**src/error_log_vc_defines.svh**
```systemverilog
/*
 * offsets, field positions, reset values and fixed read values of the
 * error log and channel capability register bank.
 * assumes byte addresses within the function's configuration space.
 */
`ifndef ERROR_LOG_VC_DEFINES_SVH
`define ERROR_LOG_VC_DEFINES_SVH

// Contract
// - keep a sticky read-only 5-bit index of the first uncorrectable error, reset zero
// - bit 5 reads one: end-to-end CRC generation is supported
// - generate end-to-end CRC only while sticky enable bit 6 is set, reset zero
// - bit 7 reads one: end-to-end CRC checking is supported
// - check end-to-end CRC only while sticky enable bit 8 is set, reset zero
// - capture four header doublewords into a sticky 128-bit log, first at 31:0
// - store each doubleword big-endian, first header byte in the top lane
// - channel capability header returns identifier 0002h in bits 15:0
// - channel capability header returns version 1h in bits 19:16
// - next capability pointer in bits 31:20 reads 20Ch
// - extended channel count upper bits reset zero, lowest bit from the strap
// - strap level or EEPROM auto-load may replace the default channel count
// - bits 6:4 give the low-priority group count, reset zero, EEPROM may override
// - reference clock field in bits 9:8 reads 00b, a 100 ns reference
// - arbitration table entry size field reads 10b, four-bit entries
// - arbitration capability reads 03h when count bit 0 is one, else 00h
// - table offset in bits 31:24 reads 03h when count bit 0 is one, else 00h
// - a masked correctable error is never captured into the header log

// ----------------------------------------------------------------
// register offsets
// ----------------------------------------------------------------
`define OFS_ADV_ERR_CAP_CONTROL      12'h118
`define OFS_ERROR_HEADER_LOG0        12'h11C
`define OFS_ERROR_HEADER_LOG1        12'h120
`define OFS_ERROR_HEADER_LOG2        12'h124
`define OFS_ERROR_HEADER_LOG3        12'h128
`define OFS_CHANNEL_EXT_CAP_HEADER   12'h140
`define OFS_PORT_CHANNEL_CAP_ONE     12'h144
`define OFS_PORT_CHANNEL_CAP_TWO     12'h148

// ----------------------------------------------------------------
// adv_error_cap_control fields
// ----------------------------------------------------------------
`define BIT_CRC_GEN_CAPABLE          5
`define BIT_CRC_GEN_ENABLE           6
`define BIT_CRC_CHK_CAPABLE          7
`define BIT_CRC_CHK_ENABLE           8
`define RST_FIRST_ERROR_PTR          5'h00
`define RST_CRC_GEN_ENABLE           1'h0
`define RST_CRC_CHK_ENABLE           1'h0
`define VAL_CRC_GEN_CAPABLE          1'h1
`define VAL_CRC_CHK_CAPABLE          1'h1

// ----------------------------------------------------------------
// channel capability values
// ----------------------------------------------------------------
`define VAL_EXT_CAP_ID               16'h0002
`define VAL_CAP_VERSION              4'h1
`define VAL_NEXT_CAP_OFFSET          12'h20C
`define RST_EXT_COUNT_HI             2'h0
`define RST_EXT_COUNT                3'h0
`define RST_LOW_PRIO_COUNT           3'h0
`define VAL_REF_CLOCK_100NS          2'h0
`define VAL_ENTRY_SIZE_4BIT          2'h2
`define VAL_ARB_CAP_ON               8'h03
`define VAL_ARB_CAP_OFF              8'h00
`define VAL_TABLE_OFS_ON             8'h03
`define VAL_TABLE_OFS_OFF            8'h00

`endif

```
**src/error_log_vc_pkg.sv**
```systemverilog
/*
 * types shared by the error log and channel capability bank.
 * assumes nothing beyond a SystemVerilog compiler.
 */
package error_log_vc_pkg;

	typedef logic [11:0]  cfg_addr_t;
	typedef logic [31:0]  cfg_word_t;
	typedef logic [2:0]   chan_count_t;
	typedef logic [4:0]   err_index_t;
	typedef logic [127:0] header_log_t;

endpackage

```
**src/header_log_capture.sv**
```systemverilog
/*
 * sticky 128-bit header log with big-endian doubleword packing.
 * assumes header bytes arrive in wire order, byte k at bits 8k+7:8k,
 * and that sticky_rst_n is asserted only on power-up class resets.
 */
`timescale 1ns/10ps

module header_log_capture (
	input  wire logic                        core_clk,
	input  wire logic                        sticky_rst_n,
	input  wire logic                        capture,
	input  wire error_log_vc_pkg::header_log_t hdr_bytes,
	output error_log_vc_pkg::header_log_t    log_dw
);

	// ----------------------------------------------------------------
	// byte order
	// ----------------------------------------------------------------
	function automatic error_log_vc_pkg::header_log_t pack_big_endian(
		input error_log_vc_pkg::header_log_t b
	);
		error_log_vc_pkg::header_log_t r;
		r = '0;
		for (int d = 0; d < 4; d++) begin
			for (int k = 0; k < 4; k++) begin
				// first byte of each doubleword lands in the top lane
				r[32*d + 8*(3-k) +: 8] = b[32*d + 8*k +: 8];
			end
		end
		return r;
	endfunction

	error_log_vc_pkg::header_log_t log_reg;
	error_log_vc_pkg::header_log_t log_next;

	assign log_next = capture ? pack_big_endian(hdr_bytes) : log_reg;
	assign log_dw   = log_reg;

	always_ff @(posedge core_clk) begin
		if (!sticky_rst_n) begin
			log_reg <= '0;
		end else begin
			log_reg <= log_next;
		end
	end

	// ----------------------------------------------------------------
	// checks
	// ----------------------------------------------------------------
	AST_LOG_FIRST_LANE: assert property (@(posedge core_clk) disable iff (!sticky_rst_n)
		capture |=> log_dw[31:24] == $past(hdr_bytes[7:0]) && log_dw[7:0] == $past(hdr_bytes[31:24]))
		else $error("first header byte not in top lane");

	AST_LOG_FOURTH_DW: assert property (@(posedge core_clk) disable iff (!sticky_rst_n)
		capture |=> log_dw[127:120] == $past(hdr_bytes[103:96]) && log_dw[103:96] == $past(hdr_bytes[127:120]))
		else $error("fourth doubleword not at bits 127:96");

endmodule

```
**src/error_log_vc_regs.sv**
```systemverilog
/*
 * error capability/control, sticky header log and channel capability
 * registers of one switch port, reached by configuration accesses.
 * assumes the error status logic drives single-cycle event vectors on
 * core_clk and reports when the first error pointer may be re-armed.
 */
`timescale 1ns/10ps

`include "error_log_vc_defines.svh"

module error_log_vc_regs #(
	parameter int UNCOR_BITS = 32,
	parameter int COR_BITS   = 32
) (
	input  wire logic                             core_clk,
	input  wire logic                             rst_n,
	input  wire logic                             sticky_rst_n,
	input  wire logic                             cfg_req,
	input  wire logic                             cfg_we,
	input  wire error_log_vc_pkg::cfg_addr_t      cfg_addr,
	input  wire logic [3:0]                       cfg_be,
	input  wire error_log_vc_pkg::cfg_word_t      cfg_wdata,
	output logic                                  cfg_ack,
	output logic                                  cfg_hit,
	output error_log_vc_pkg::cfg_word_t           cfg_rdata,
	input  wire logic [UNCOR_BITS-1:0]            uncor_err_event,
	input  wire logic [COR_BITS-1:0]              cor_err_event,
	input  wire logic [COR_BITS-1:0]              cor_err_mask,
	input  wire logic                             log_rearm,
	input  wire error_log_vc_pkg::header_log_t    hdr_bytes,
	input  wire logic                             extra_channel_strap,
	input  wire logic                             eeprom_load,
	input  wire error_log_vc_pkg::chan_count_t    eeprom_ext_count,
	input  wire error_log_vc_pkg::chan_count_t    eeprom_lp_count,
	output logic                                  ecrc_gen_en,
	output logic                                  ecrc_chk_en,
	output error_log_vc_pkg::chan_count_t         ext_channel_count,
	output error_log_vc_pkg::chan_count_t         low_priority_channel_group
);

	// ----------------------------------------------------------------
	// elaboration checks
	// ----------------------------------------------------------------
	if (UNCOR_BITS < 1 || UNCOR_BITS > 32) begin : g_bad_uncor
		$error("UNCOR_BITS must lie in 1..32 for a 5-bit pointer");
	end
	if (COR_BITS < 1) begin : g_bad_cor
		$error("COR_BITS must be at least 1");
	end

	// ----------------------------------------------------------------
	// helpers
	// ----------------------------------------------------------------
	function automatic error_log_vc_pkg::err_index_t lowest_set(
		input logic [UNCOR_BITS-1:0] v
	);
		error_log_vc_pkg::err_index_t idx;
		idx = `RST_FIRST_ERROR_PTR;
		for (int i = UNCOR_BITS - 1; i >= 0; i--) begin
			if (v[i]) begin
				idx = i[4:0];
			end
		end
		return idx;
	endfunction

	function automatic logic is_addr(
		input error_log_vc_pkg::cfg_addr_t a,
		input error_log_vc_pkg::cfg_addr_t ofs
	);
		return a == ofs;
	endfunction

	// ----------------------------------------------------------------
	// address decode
	// ----------------------------------------------------------------
	wire logic sel_ctl;
	wire logic sel_log0;
	wire logic sel_log1;
	wire logic sel_log2;
	wire logic sel_log3;
	wire logic sel_hdr;
	wire logic sel_cap1;
	wire logic sel_cap2;
	wire logic sel_any;
	wire logic wr_ctl;

	assign sel_ctl  = is_addr(cfg_addr, `OFS_ADV_ERR_CAP_CONTROL);
	assign sel_log0 = is_addr(cfg_addr, `OFS_ERROR_HEADER_LOG0);
	assign sel_log1 = is_addr(cfg_addr, `OFS_ERROR_HEADER_LOG1);
	assign sel_log2 = is_addr(cfg_addr, `OFS_ERROR_HEADER_LOG2);
	assign sel_log3 = is_addr(cfg_addr, `OFS_ERROR_HEADER_LOG3);
	assign sel_hdr  = is_addr(cfg_addr, `OFS_CHANNEL_EXT_CAP_HEADER);
	assign sel_cap1 = is_addr(cfg_addr, `OFS_PORT_CHANNEL_CAP_ONE);
	assign sel_cap2 = is_addr(cfg_addr, `OFS_PORT_CHANNEL_CAP_TWO);
	assign sel_any  = sel_ctl | sel_log0 | sel_log1 | sel_log2 | sel_log3 | sel_hdr | sel_cap1 | sel_cap2;
	// only the control word has writable bits; every other write is dropped
	assign wr_ctl   = cfg_req & cfg_we & sel_ctl;

	// ----------------------------------------------------------------
	// first error pointer and log arming (sticky)
	// ----------------------------------------------------------------
	error_log_vc_pkg::err_index_t first_ptr_reg;
	error_log_vc_pkg::err_index_t first_ptr_next;
	logic                         armed_reg;
	logic                         armed_next;
	wire logic                    uncor_hit;
	wire logic                    cor_loggable;
	wire logic                    log_capture;
	wire error_log_vc_pkg::err_index_t first_idx;

	assign uncor_hit    = |uncor_err_event;
	assign cor_loggable = |(cor_err_event & ~cor_err_mask);
	assign log_capture  = armed_reg & (uncor_hit | cor_loggable);
	assign first_idx    = lowest_set(uncor_err_event);
	assign first_ptr_next = (armed_reg & uncor_hit) ? first_idx : first_ptr_reg;
	// a capture beats a re-arm in the same cycle and keeps the log locked; an event in a re-arm cycle while locked is not logged
	assign armed_next   = log_capture ? 1'b0 : (log_rearm ? 1'b1 : armed_reg);

	always_ff @(posedge core_clk) begin
		if (!sticky_rst_n) begin
			first_ptr_reg <= `RST_FIRST_ERROR_PTR;
			armed_reg     <= 1'b1;
		end else begin
			first_ptr_reg <= first_ptr_next;
			armed_reg     <= armed_next;
		end
	end

	error_log_vc_pkg::header_log_t log_dw;

	header_log_capture u_log (
		.core_clk     (core_clk),
		.sticky_rst_n (sticky_rst_n),
		.capture      (log_capture),
		.hdr_bytes    (hdr_bytes),
		.log_dw       (log_dw)
	);

	// ----------------------------------------------------------------
	// end-to-end CRC enables (sticky read-write)
	// ----------------------------------------------------------------
	logic      gen_en_reg;
	logic      chk_en_reg;
	wire logic gen_en_next;
	wire logic chk_en_next;

	assign gen_en_next = (wr_ctl & cfg_be[0]) ? cfg_wdata[`BIT_CRC_GEN_ENABLE] : gen_en_reg;
	assign chk_en_next = (wr_ctl & cfg_be[1]) ? cfg_wdata[`BIT_CRC_CHK_ENABLE] : chk_en_reg;

	always_ff @(posedge core_clk) begin
		if (!sticky_rst_n) begin
			gen_en_reg <= `RST_CRC_GEN_ENABLE;
			chk_en_reg <= `RST_CRC_CHK_ENABLE;
		end else if (rst_n) begin
			gen_en_reg <= gen_en_next;
			chk_en_reg <= chk_en_next;
		end
	end

	assign ecrc_gen_en = gen_en_reg;
	assign ecrc_chk_en = chk_en_reg;

	// ----------------------------------------------------------------
	// channel counts: strap, then EEPROM auto-load
	// ----------------------------------------------------------------
	logic                          strap_meta_reg;
	logic                          strap_sync_reg;
	logic                          strap_done_reg;
	error_log_vc_pkg::chan_count_t ext_count_reg;
	error_log_vc_pkg::chan_count_t ext_count_next;
	error_log_vc_pkg::chan_count_t lp_count_reg;
	error_log_vc_pkg::chan_count_t lp_count_next;

	always_ff @(posedge core_clk) begin
		strap_meta_reg <= extra_channel_strap;
		strap_sync_reg <= strap_meta_reg;
	end

	// EEPROM wins over a strap capture in the same cycle
	assign ext_count_next = eeprom_load ? eeprom_ext_count :
		(!strap_done_reg ? {`RST_EXT_COUNT_HI, strap_sync_reg} : ext_count_reg);
	assign lp_count_next  = eeprom_load ? eeprom_lp_count : lp_count_reg;

	always_ff @(posedge core_clk) begin
		if (!rst_n) begin
			strap_done_reg <= 1'b0;
			ext_count_reg  <= `RST_EXT_COUNT;
			lp_count_reg   <= `RST_LOW_PRIO_COUNT;
		end else begin
			strap_done_reg <= 1'b1;
			ext_count_reg  <= ext_count_next;
			lp_count_reg   <= lp_count_next;
		end
	end

	assign ext_channel_count          = ext_count_reg;
	assign low_priority_channel_group = lp_count_reg;

	// ----------------------------------------------------------------
	// read words
	// ----------------------------------------------------------------
	wire error_log_vc_pkg::cfg_word_t word_ctl;
	wire error_log_vc_pkg::cfg_word_t word_hdr;
	wire error_log_vc_pkg::cfg_word_t word_cap1;
	wire error_log_vc_pkg::cfg_word_t word_cap2;
	wire logic [7:0]                  arb_cap;
	wire logic [7:0]                  table_ofs;
	wire error_log_vc_pkg::cfg_word_t rd_word;

	assign word_ctl = {23'h000000,
		chk_en_reg,
		`VAL_CRC_CHK_CAPABLE,
		gen_en_reg,
		`VAL_CRC_GEN_CAPABLE,
		first_ptr_reg};
	assign word_hdr = {`VAL_NEXT_CAP_OFFSET,
		`VAL_CAP_VERSION,
		`VAL_EXT_CAP_ID};
	assign word_cap1 = {20'h00000,
		`VAL_ENTRY_SIZE_4BIT,
		`VAL_REF_CLOCK_100NS,
		1'h0,
		lp_count_reg,
		1'h0,
		ext_count_reg};
	// nonzero only while bit 0 of the extended channel count is one; the low-priority group count plays no part
	assign arb_cap   = ext_count_reg[0] ? `VAL_ARB_CAP_ON : `VAL_ARB_CAP_OFF;
	assign table_ofs = ext_count_reg[0] ? `VAL_TABLE_OFS_ON : `VAL_TABLE_OFS_OFF;
	assign word_cap2 = {table_ofs, 16'h0000, arb_cap};

	assign rd_word = sel_ctl  ? word_ctl      :
	                 sel_log0 ? log_dw[31:0]  :
	                 sel_log1 ? log_dw[63:32] :
	                 sel_log2 ? log_dw[95:64] :
	                 sel_log3 ? log_dw[127:96] :
	                 sel_hdr  ? word_hdr      :
	                 sel_cap1 ? word_cap1     :
	                 sel_cap2 ? word_cap2     : 32'h00000000;

	// ----------------------------------------------------------------
	// answer path
	// ----------------------------------------------------------------
	logic                        ack_reg;
	logic                        hit_reg;
	error_log_vc_pkg::cfg_word_t rdata_reg;

	always_ff @(posedge core_clk) begin
		if (!rst_n) begin
			ack_reg   <= 1'b0;
			hit_reg   <= 1'b0;
			rdata_reg <= 32'h00000000;
		end else begin
			ack_reg   <= cfg_req;
			hit_reg   <= cfg_req & sel_any;
			// writes answer with zero data so stale reads never leak out
			rdata_reg <= (cfg_req & ~cfg_we) ? rd_word : 32'h00000000;
		end
	end

	assign cfg_ack   = ack_reg;
	assign cfg_hit   = hit_reg;
	assign cfg_rdata = rdata_reg;

	// ----------------------------------------------------------------
	// checks
	// ----------------------------------------------------------------
	wire logic rd_req;

	assign rd_req = cfg_req & ~cfg_we;

	AST_FIRST_PTR: assert property (@(posedge core_clk) disable iff (!sticky_rst_n)
		armed_reg && uncor_hit |=> first_ptr_reg == $past(first_idx) && !armed_reg)
		else $error("first error pointer not captured");

	AST_PTR_HOLD: assert property (@(posedge core_clk) disable iff (!sticky_rst_n)
		!armed_reg |=> $stable(first_ptr_reg))
		else $error("first error pointer moved while locked");

	AST_GEN_CAPABLE: assert property (@(posedge core_clk) disable iff (!rst_n || !sticky_rst_n)
		rd_req && sel_ctl |=> cfg_rdata[`BIT_CRC_GEN_CAPABLE] && cfg_ack)
		else $error("generation capable bit not one");

	AST_GEN_ENABLE: assert property (@(posedge core_clk) disable iff (!rst_n || !sticky_rst_n)
		wr_ctl && cfg_be[0] |=> ecrc_gen_en == $past(cfg_wdata[`BIT_CRC_GEN_ENABLE]))
		else $error("generation enable not written");

	AST_CHK_CAPABLE: assert property (@(posedge core_clk) disable iff (!rst_n || !sticky_rst_n)
		rd_req && sel_ctl |=> cfg_rdata[`BIT_CRC_CHK_CAPABLE] && cfg_rdata[31:9] == 23'h000000)
		else $error("check capable bit or reserved bits wrong");

	AST_CHK_HOLD: assert property (@(posedge core_clk) disable iff (!rst_n || !sticky_rst_n)
		!(wr_ctl && cfg_be[1]) |=> $stable(ecrc_chk_en))
		else $error("check enable changed without a write");

	AST_CAP_HEADER: assert property (@(posedge core_clk) disable iff (!rst_n)
		rd_req && sel_hdr |=> cfg_rdata[19:0] == {`VAL_CAP_VERSION, `VAL_EXT_CAP_ID})
		else $error("capability identifier or version wrong");

	AST_NEXT_POINTER: assert property (@(posedge core_clk) disable iff (!rst_n)
		rd_req && sel_hdr |=> cfg_rdata[31:20] == `VAL_NEXT_CAP_OFFSET && cfg_hit)
		else $error("next capability pointer wrong");

	AST_STRAP_COUNT: assert property (@(posedge core_clk) disable iff (!rst_n)
		!strap_done_reg && !eeprom_load |=> ext_count_reg == {`RST_EXT_COUNT_HI, $past(strap_sync_reg)})
		else $error("strap not taken into channel count");

	AST_ARB_FOLLOWS: assert property (@(posedge core_clk) disable iff (!rst_n)
		rd_req && sel_cap2 |=> cfg_rdata[7:0] == ($past(ext_count_reg[0]) ? `VAL_ARB_CAP_ON : `VAL_ARB_CAP_OFF)
		&& cfg_rdata[31:24] == ($past(ext_count_reg[0]) ? `VAL_TABLE_OFS_ON : `VAL_TABLE_OFS_OFF))
		else $error("arbitration capability or table offset wrong");

	AST_MASKED_NO_LOG: assert property (@(posedge core_clk) disable iff (!sticky_rst_n)
		!uncor_hit && !cor_loggable |=> $stable(log_dw))
		else $error("header log changed on a masked event");

	AST_UNMAPPED_ZERO: assert property (@(posedge core_clk) disable iff (!rst_n)
		cfg_req && !sel_any |=> cfg_rdata == 32'h00000000 && !cfg_hit && cfg_ack)
		else $error("unmapped access not answered with zero");

	COV_PTR_CAPTURE: cover property (@(posedge core_clk) disable iff (!sticky_rst_n)
		armed_reg && uncor_hit);
	COV_MASKED_EVENT: cover property (@(posedge core_clk) disable iff (!sticky_rst_n)
		armed_reg && (|cor_err_event) && !cor_loggable && !uncor_hit);
	COV_EEPROM_LOAD: cover property (@(posedge core_clk) disable iff (!rst_n)
		eeprom_load ##1 ext_count_reg[0]);
	COV_BOTH_ENABLES: cover property (@(posedge core_clk) disable iff (!rst_n || !sticky_rst_n)
		ecrc_gen_en && ecrc_chk_en);

endmodule

```
**config.mk**
```make
export PLATFORM = sky130hd
export DESIGN_NAME = error_log_vc_regs
export DESIGN_NICKNAME = d
export VERILOG_FILES = /design/src/error_log_vc_pkg.sv /design/src/header_log_capture.sv /design/src/error_log_vc_regs.sv
export VERILOG_INCLUDE_DIRS = /design/src
export SDC_FILE = /design/constraint.sdc
export NUM_CORES = 1
export LEC_CHECK = 0
export BUFFER_PORTS_ARGS = -buffer_cell sky130_fd_sc_hd__buf_2
export CAP_MARGIN = 20
export CORE_UTILIZATION = 45
export DETAILED_ROUTE_END_ITERATION = 6
export PLACE_DENSITY = 0.73
export SYNTH_ARGS = -nofsm -noshare
export SYNTH_HDL_FRONTEND = slang
export SYNTH_HIERARCHICAL = 1
export SYNTH_SLANG_ARGS = --single-unit
```
**constraint.sdc**
```tcl
create_clock -name core_clk -period 4.48 [get_ports core_clk]
set_input_delay 0.896 -clock core_clk [delete_from_list [all_inputs] [get_ports core_clk]]
set_output_delay 0.896 -clock core_clk [all_outputs]
set_load 0.02 [all_outputs]
```
# ---- Word-level counts from Yosys, hierarchy flattened
# Cells that the tools add are included.
dict set report classes {
  bitwise_logic 21
  eq_ne 9
  n_mux 46
  n_reduce_logical 7
}
# operator count
set ops {}
lappend ops {{5-bit two-way mux} 32}
lappend ops {{32-bit two-way mux} 4}
lappend ops {{12-bit by 9-bit equality test with 1-bit output (second input constant)} 8}
lappend ops {{32-bit OR reduction} 2}
lappend ops {{26-bit two-way mux} 2}
lappend ops {{32-bit bitwise AND} 1}
lappend ops {{32-bit inverter} 1}
lappend ops {{30-bit two-way mux} 1}
lappend ops {{9-bit two-way mux} 1}
lappend ops {{1-bit bitwise AND} 8}
lappend ops {{1-bit OR} 8}
lappend ops {{3-bit two-way mux} 2}
lappend ops {{2-bit AND reduction} 3}
lappend ops {{1-bit two-way mux} 3}
lappend ops {{1-bit inverter} 3}
lappend ops {{3-bit OR reduction} 1}
lappend ops {{2-bit two-way mux} 1}
lappend ops {{2-bit inequality test (second input constant)} 1}
lappend ops {{2-bit nonzero test} 1}
dict set report word_totals {
  inputBits 286
  output_inout_bits 42
  reg_bits 179
  word_cells 97
}

# ---- Depth between registers and ports, before layout
dict set report depth {
  ltp_word 32
  ltp_mapped 9
  ltp_nobuf 7
}

# ---- By module
# The synthesis kept the hierarchy.
# module area_each_um2 n_inst seq_area_each_um2 cells_each
set modules_own_cells {}
lappend modules_own_cells {header_log_capture 4968.5 1 2562.5 412}
lappend modules_own_cells {error_log_vc_regs 3119.2 1 1021.0 402}

# ---- Worst setup path before layout
# Ideal clock, no wire load.
dict set report synth_timing {
  path_kind {input-to-reg}
  start {input port cor_err_mask[2]}
  end {register u_log.log_reg[100], in the netlist u_log/log_dw[100]}
  cell_stages 9
  setup_slack_ns 1.868
  required_ns 4.364
  setup_time_ns 0.116
  n_path_buf 2
  arrival_time_ns 2.496
  cell_sequence {nand2b_1 o2111ai_1 or3_1 nor4_1 a41oi_1 buf_12 buf_12 mux2i_1 nor2b_1}
}
dict set report synth_between {
  elab_chain_len 5
}
# element line_no
set synth_lines {}
lappend synth_lines {{start, declared} error_log_vc_regs.sv:28} ;# input wire logic [COR_BITS-1:0] cor_err_mask,
lappend synth_lines {{32-bit inverter} error_log_vc_regs.sv:113} ;# assign cor_loggable = |(cor_err_event & ~cor_err_mask);
lappend synth_lines {{32-bit bitwise AND} error_log_vc_regs.sv:113}
lappend synth_lines {{32-bit OR reduction} error_log_vc_regs.sv:113}
lappend synth_lines {{1-bit OR} error_log_vc_regs.sv:114} ;# assign log_capture = armed_reg & (uncor_hit | cor_loggable);
lappend synth_lines {{1-bit bitwise AND} error_log_vc_regs.sv:114}
lappend synth_lines {{net log_capture} error_log_vc_regs.sv:109} ;# wire logic log_capture;
lappend synth_lines {{end signal, assigned} header_log_capture.sv:43} ;# log_reg <= log_next;
lappend synth_lines {{end, declared} header_log_capture.sv:33} ;# error_log_vc_pkg::header_log_t log_reg;
# The timed path passes the listed nets, and every way through them passes these cells.
# A chain may end at the register's enable or synchronous reset.

# ---- Worst setup path in the final report
dict set report layout_timing {
  start {input port cfg_addr[9]}
  end {register rdata_reg[25], in the netlist cfg_rdata[25]}
}
dict set report layout_between {
  elab_chain_len 8
  word_cells_on_any_way 16
  classes_between {8 x eq/ne; 7 x mux; 1 x reduce/logical}
}
# element line_no
set layout_lines {}
lappend layout_lines {{start, declared} error_log_vc_regs.sv:20} ;# input wire error_log_vc_pkg::cfg_addr_t cfg_addr,
lappend layout_lines {{12-bit by 9-bit equality test with 1-bit output} error_log_vc_regs.sv:71} ;# return a == ofs;
lappend layout_lines {{26-bit two-way mux} error_log_vc_regs.sv:239} ;# sel_cap2 ? word_cap2 : 32'h00000000;
lappend layout_lines {{26-bit two-way mux} error_log_vc_regs.sv:238} ;# sel_cap1 ? word_cap1 :
lappend layout_lines {{30-bit two-way mux} error_log_vc_regs.sv:237} ;# sel_hdr ? word_hdr :
lappend layout_lines {{32-bit two-way mux} error_log_vc_regs.sv:236} ;# sel_log3 ? log_dw[127:96] :
lappend layout_lines {{32-bit two-way mux} error_log_vc_regs.sv:235} ;# sel_log2 ? log_dw[95:64] :
lappend layout_lines {{32-bit two-way mux} error_log_vc_regs.sv:234} ;# sel_log1 ? log_dw[63:32] :
lappend layout_lines {{32-bit two-way mux} error_log_vc_regs.sv:233} ;# sel_log0 ? log_dw[31:0] :
lappend layout_lines {{end signal, assigned} error_log_vc_regs.sv:257} ;# rdata_reg <= (cfg_req & ~cfg_we) ? rd_word : 32'h00000000;
lappend layout_lines {{end, declared} error_log_vc_regs.sv:246} ;# error_log_vc_pkg::cfg_word_t rdata_reg;
# Several ways; a longest one is shown, not always the timed one.

==> impl_metrics.toml <==
[status]
status = "completed"

[setup_path]
required_ns = 4.83
critPathKind = "in2reg"
cp-startpoint = "cfg_addr[9]"
crit_slowest_cell = "and2_1"
cp-start-kind = "primary input"
cp.arrival_ns = 3.39
cp_num_buf_inv = 2
r2r_cells = 5
r2r-end = "u_log/log_dw[45]"
path_depth = 7
worstReg2RegStart = "armed_reg"
critical_path.max_stage_delay_ns = 0.76
critPathTopFamily = "simple AND/OR/NAND/NOR gates"
reg2reg_slack_ns = 2.45
critPathCapture = "cfg_rdata[25]"
cp_max_fo = 17
crit_chain = "buf_2 -> or4b_4 -> nor4_4 -> and2_1 -> buf_4 -> a222oi_1 -> a21oi_1"
endpoint_kind = "register"

[die]
row_count = 48
core-area_mm2 = 0.0174
die-area_mm2 = 0.0185
die_x_um = 136
dieHeight_um = 136
io-pin-count = 328
initial_core_util = 0.464

[power_and_ir_drop]
internal_power_mw = 2.69
ir_drop_uv = 254
power_density_mw_per_mm2 = 356
p_sw_mw = 0.915
swShare = 0.254
power_leakage_nw = 4.81
finalPower_mw = 3.60
comb_power_share = 0.118
pwr-share-clk = 0.401
p_seq_frac = 0.481

[timing]
tightest_slew_ns = 1.05
setup_ws_ns = 1.44
skew_ns = 0.0106
tns_ns = 0
min_period_ns = 3.04
fmax_mhz = 329
whs_ns = 0.331
finalSetupViolations = 0
hold_viol_final = 0
drv_slew = 0
rsz0062_at_grt = "false"
period_share = 0.678
max_slew_margin = 0.301

[final_layout]
n_fill_cell = 1573
drive_above_1_share = 0.318
ff_latch_area_mm2 = 0.00358
num-nets-final = 1375
postLayoutCoreUtil = 0.580
final_area_mm2 = 0.0101
layout.cells.non_filler = 1328
largest_reg_flops = 128
multi_input_area_mm2 = 0.00396
area_growth_pct = 24.9

[logic_synthesis]
yosys_warnings = 6
syn_area_per_cell_um2 = 9.94
synth_ff_type = "dfxtp_1"
mappedNetlistArea_mm2 = 0.00809
synth.distinct_cells = 52
yosys_register_bits = 179
ys_seq_area_frac = 0.443
synth_edf_count = 0
synthCells = 814
synth_nets = 1100
synthArstFlopShare = 0

[clock_tree]
cts_sinks = 179
h-tree-depth = 4
cts_tree = "yes"
cts_made_buffers = 17
cts_setup_buffers = 0
holdBufCountCts = 0
cts_resized = 0
clockBufferDepth = 2
cts_root_buffer = "clkbuf_16"
path_clk_slew_ns = 0.07
clock_latency_ns = 0.43

[placement]
gp_congestion = 0.865
hpwl_mm = 16.7
post-place-ws_ns = 0.968
port_buffers = 295
dp_cells = 1295
placed_area_mm2 = 0.00952

[drt]
num_vias = 6980
antenna_left = 0
drt-wirelength-per-cell_um = 17.2
totalWireLength_mm = 22.9
drc_errors = 0
firstDrtPassIters = 5
drt-initial-drc-count = 387
viasPerCell = 5.26

[global_routing]
gr-usage-all-layers = 0.249
antenna_found_initial = 2
grt_pass1_wl_mm = 35.3
grt.overflow.total = 0
grt_max_degree = 130
grt_pass1_vias = 6794

[flow_run]
drv_cap = 0

[hold_path]
hold_path.class = "reg2reg"
[metal layers]
| layer | vias up | GRT usage | part of all wire |
|---|---|---|---|
| li1 | 3462 | - | - |
| met1 | 3261 | 0.303 | 0.43 |
| met2 | 236 | 0.439 | 0.50 |
| met3 | 19 | 0.0589 | 0.060 |
| met4 | 2 | 0.0630 | 0.011 |
| met5 | - | 0 | 0.00039 |
[cell usage after synthesis, drive strengths merged (2+ instances only)]
cell,instances,share of area
dfxtp,179,0.44
nor2b,140,0.11
mux2i,136,0.17
inv,37,0.017
nor3,31,0.021
o22ai,28,0.022
a21oi,25,0.016
clkbuf,25,0.012
nand2,25,0.012
buf,23,0.042
nor2,23,0.011
o21ai,22,0.014
a221oi,21,0.023
nor4,15,0.013
a22oi,8,0.0074
a222oi,7,0.0087
nand2b,7,0.0054
a31oi,6,0.0046
and2,5,0.0039
nand3,5,0.0031
nand4,4,0.0031
o221ai,4,0.0043
or2,4,0.0031
a21boi,3,0.0028
and3,3,0.0023
nor4b,3,0.0040
o31ai,3,0.0028
a211o,2,0.0022
o2111ai,2,0.0022
o21a,2,0.0019
or3,2,0.0015
or4,2,0.0019
[kinds of logic (layout without fill, tap and decap cells)]
family / after synthesis / count (layout) / share of synthesized area
simple gates: 273 / 273 / 0.198
flops: 179 / 179 / 0.443
compound gates: 141 / 141 / 0.120
mux: 136 / 136 / 0.168
buf+inv: 85 / 373 / 0.0707
other cells: 0 / 1 / 0
[layout make-up]
class                           instances  area share
Antenna cell                            1    0.000248
Clock buffer                           17      0.0421
Clock inverter                         15      0.0152
Inverter                               37      0.0138
Multi-Input combinational cell        550       0.392
Sequential cell                       179       0.355
Tap cell                              225      0.0279
Timing Repair Buffer                  304       0.154
[placed cells by master, fill, tap and decap left out, types with 3 or more instances in the layout]
cell type and instances:
buf_2 294, dfxtp_1 179, nor2b_1 140, mux2i_1 136
inv_1 37, nor3_1 30, o22ai_1 28, nand2_1 25
a21oi_1 23, nor2_1 22, o21ai_0 22, a221oi_1 21
clkbuf_16 17, nor4_1 14, buf_4 9, a22oi_1 8
nand2b_1 7, a222oi_1 7, a31oi_1 6, clkinvlp_4 6
and2_1 5, nand3_1 5, nand4_1 4, o221ai_1 4
or2_2 4, and3_1 3, o31ai_1 3, a21boi_0 3
clkinv_4 3
[worst min path at each step]
stage	from	endpoint	slack [ns]	cells after the start
after floorplan	strap_meta_reg	strap_sync_reg	0.31	0
after global placement	strap_meta_reg	strap_sync_reg	0.31	0
after detailed placement	strap_meta_reg	strap_sync_reg	0.31	0
after CTS	strap_meta_reg	strap_sync_reg	0.33	0
after global routing	strap_meta_reg	strap_sync_reg	0.33	0
final	strap_meta_reg	strap_sync_reg	0.33	0
[power groups by stage]
| stage | Clock, mW | Combinational (mW) | Sequential, mW |
|---|---|---|---|
| after floorplan | 0 | 0.283 | 1.76 |
| after global placement | 0 | 0.412 | 1.76 |
| after detailed placement | 0 | 0.422 | 1.77 |
| after CTS | 1.47 | 0.424 | 1.73 |
| after global routing | 1.53 | 0.468 | 1.74 |
| final | 1.44 | 0.423 | 1.73 |
No activity file was read; power rests on OpenSTA's default activity.
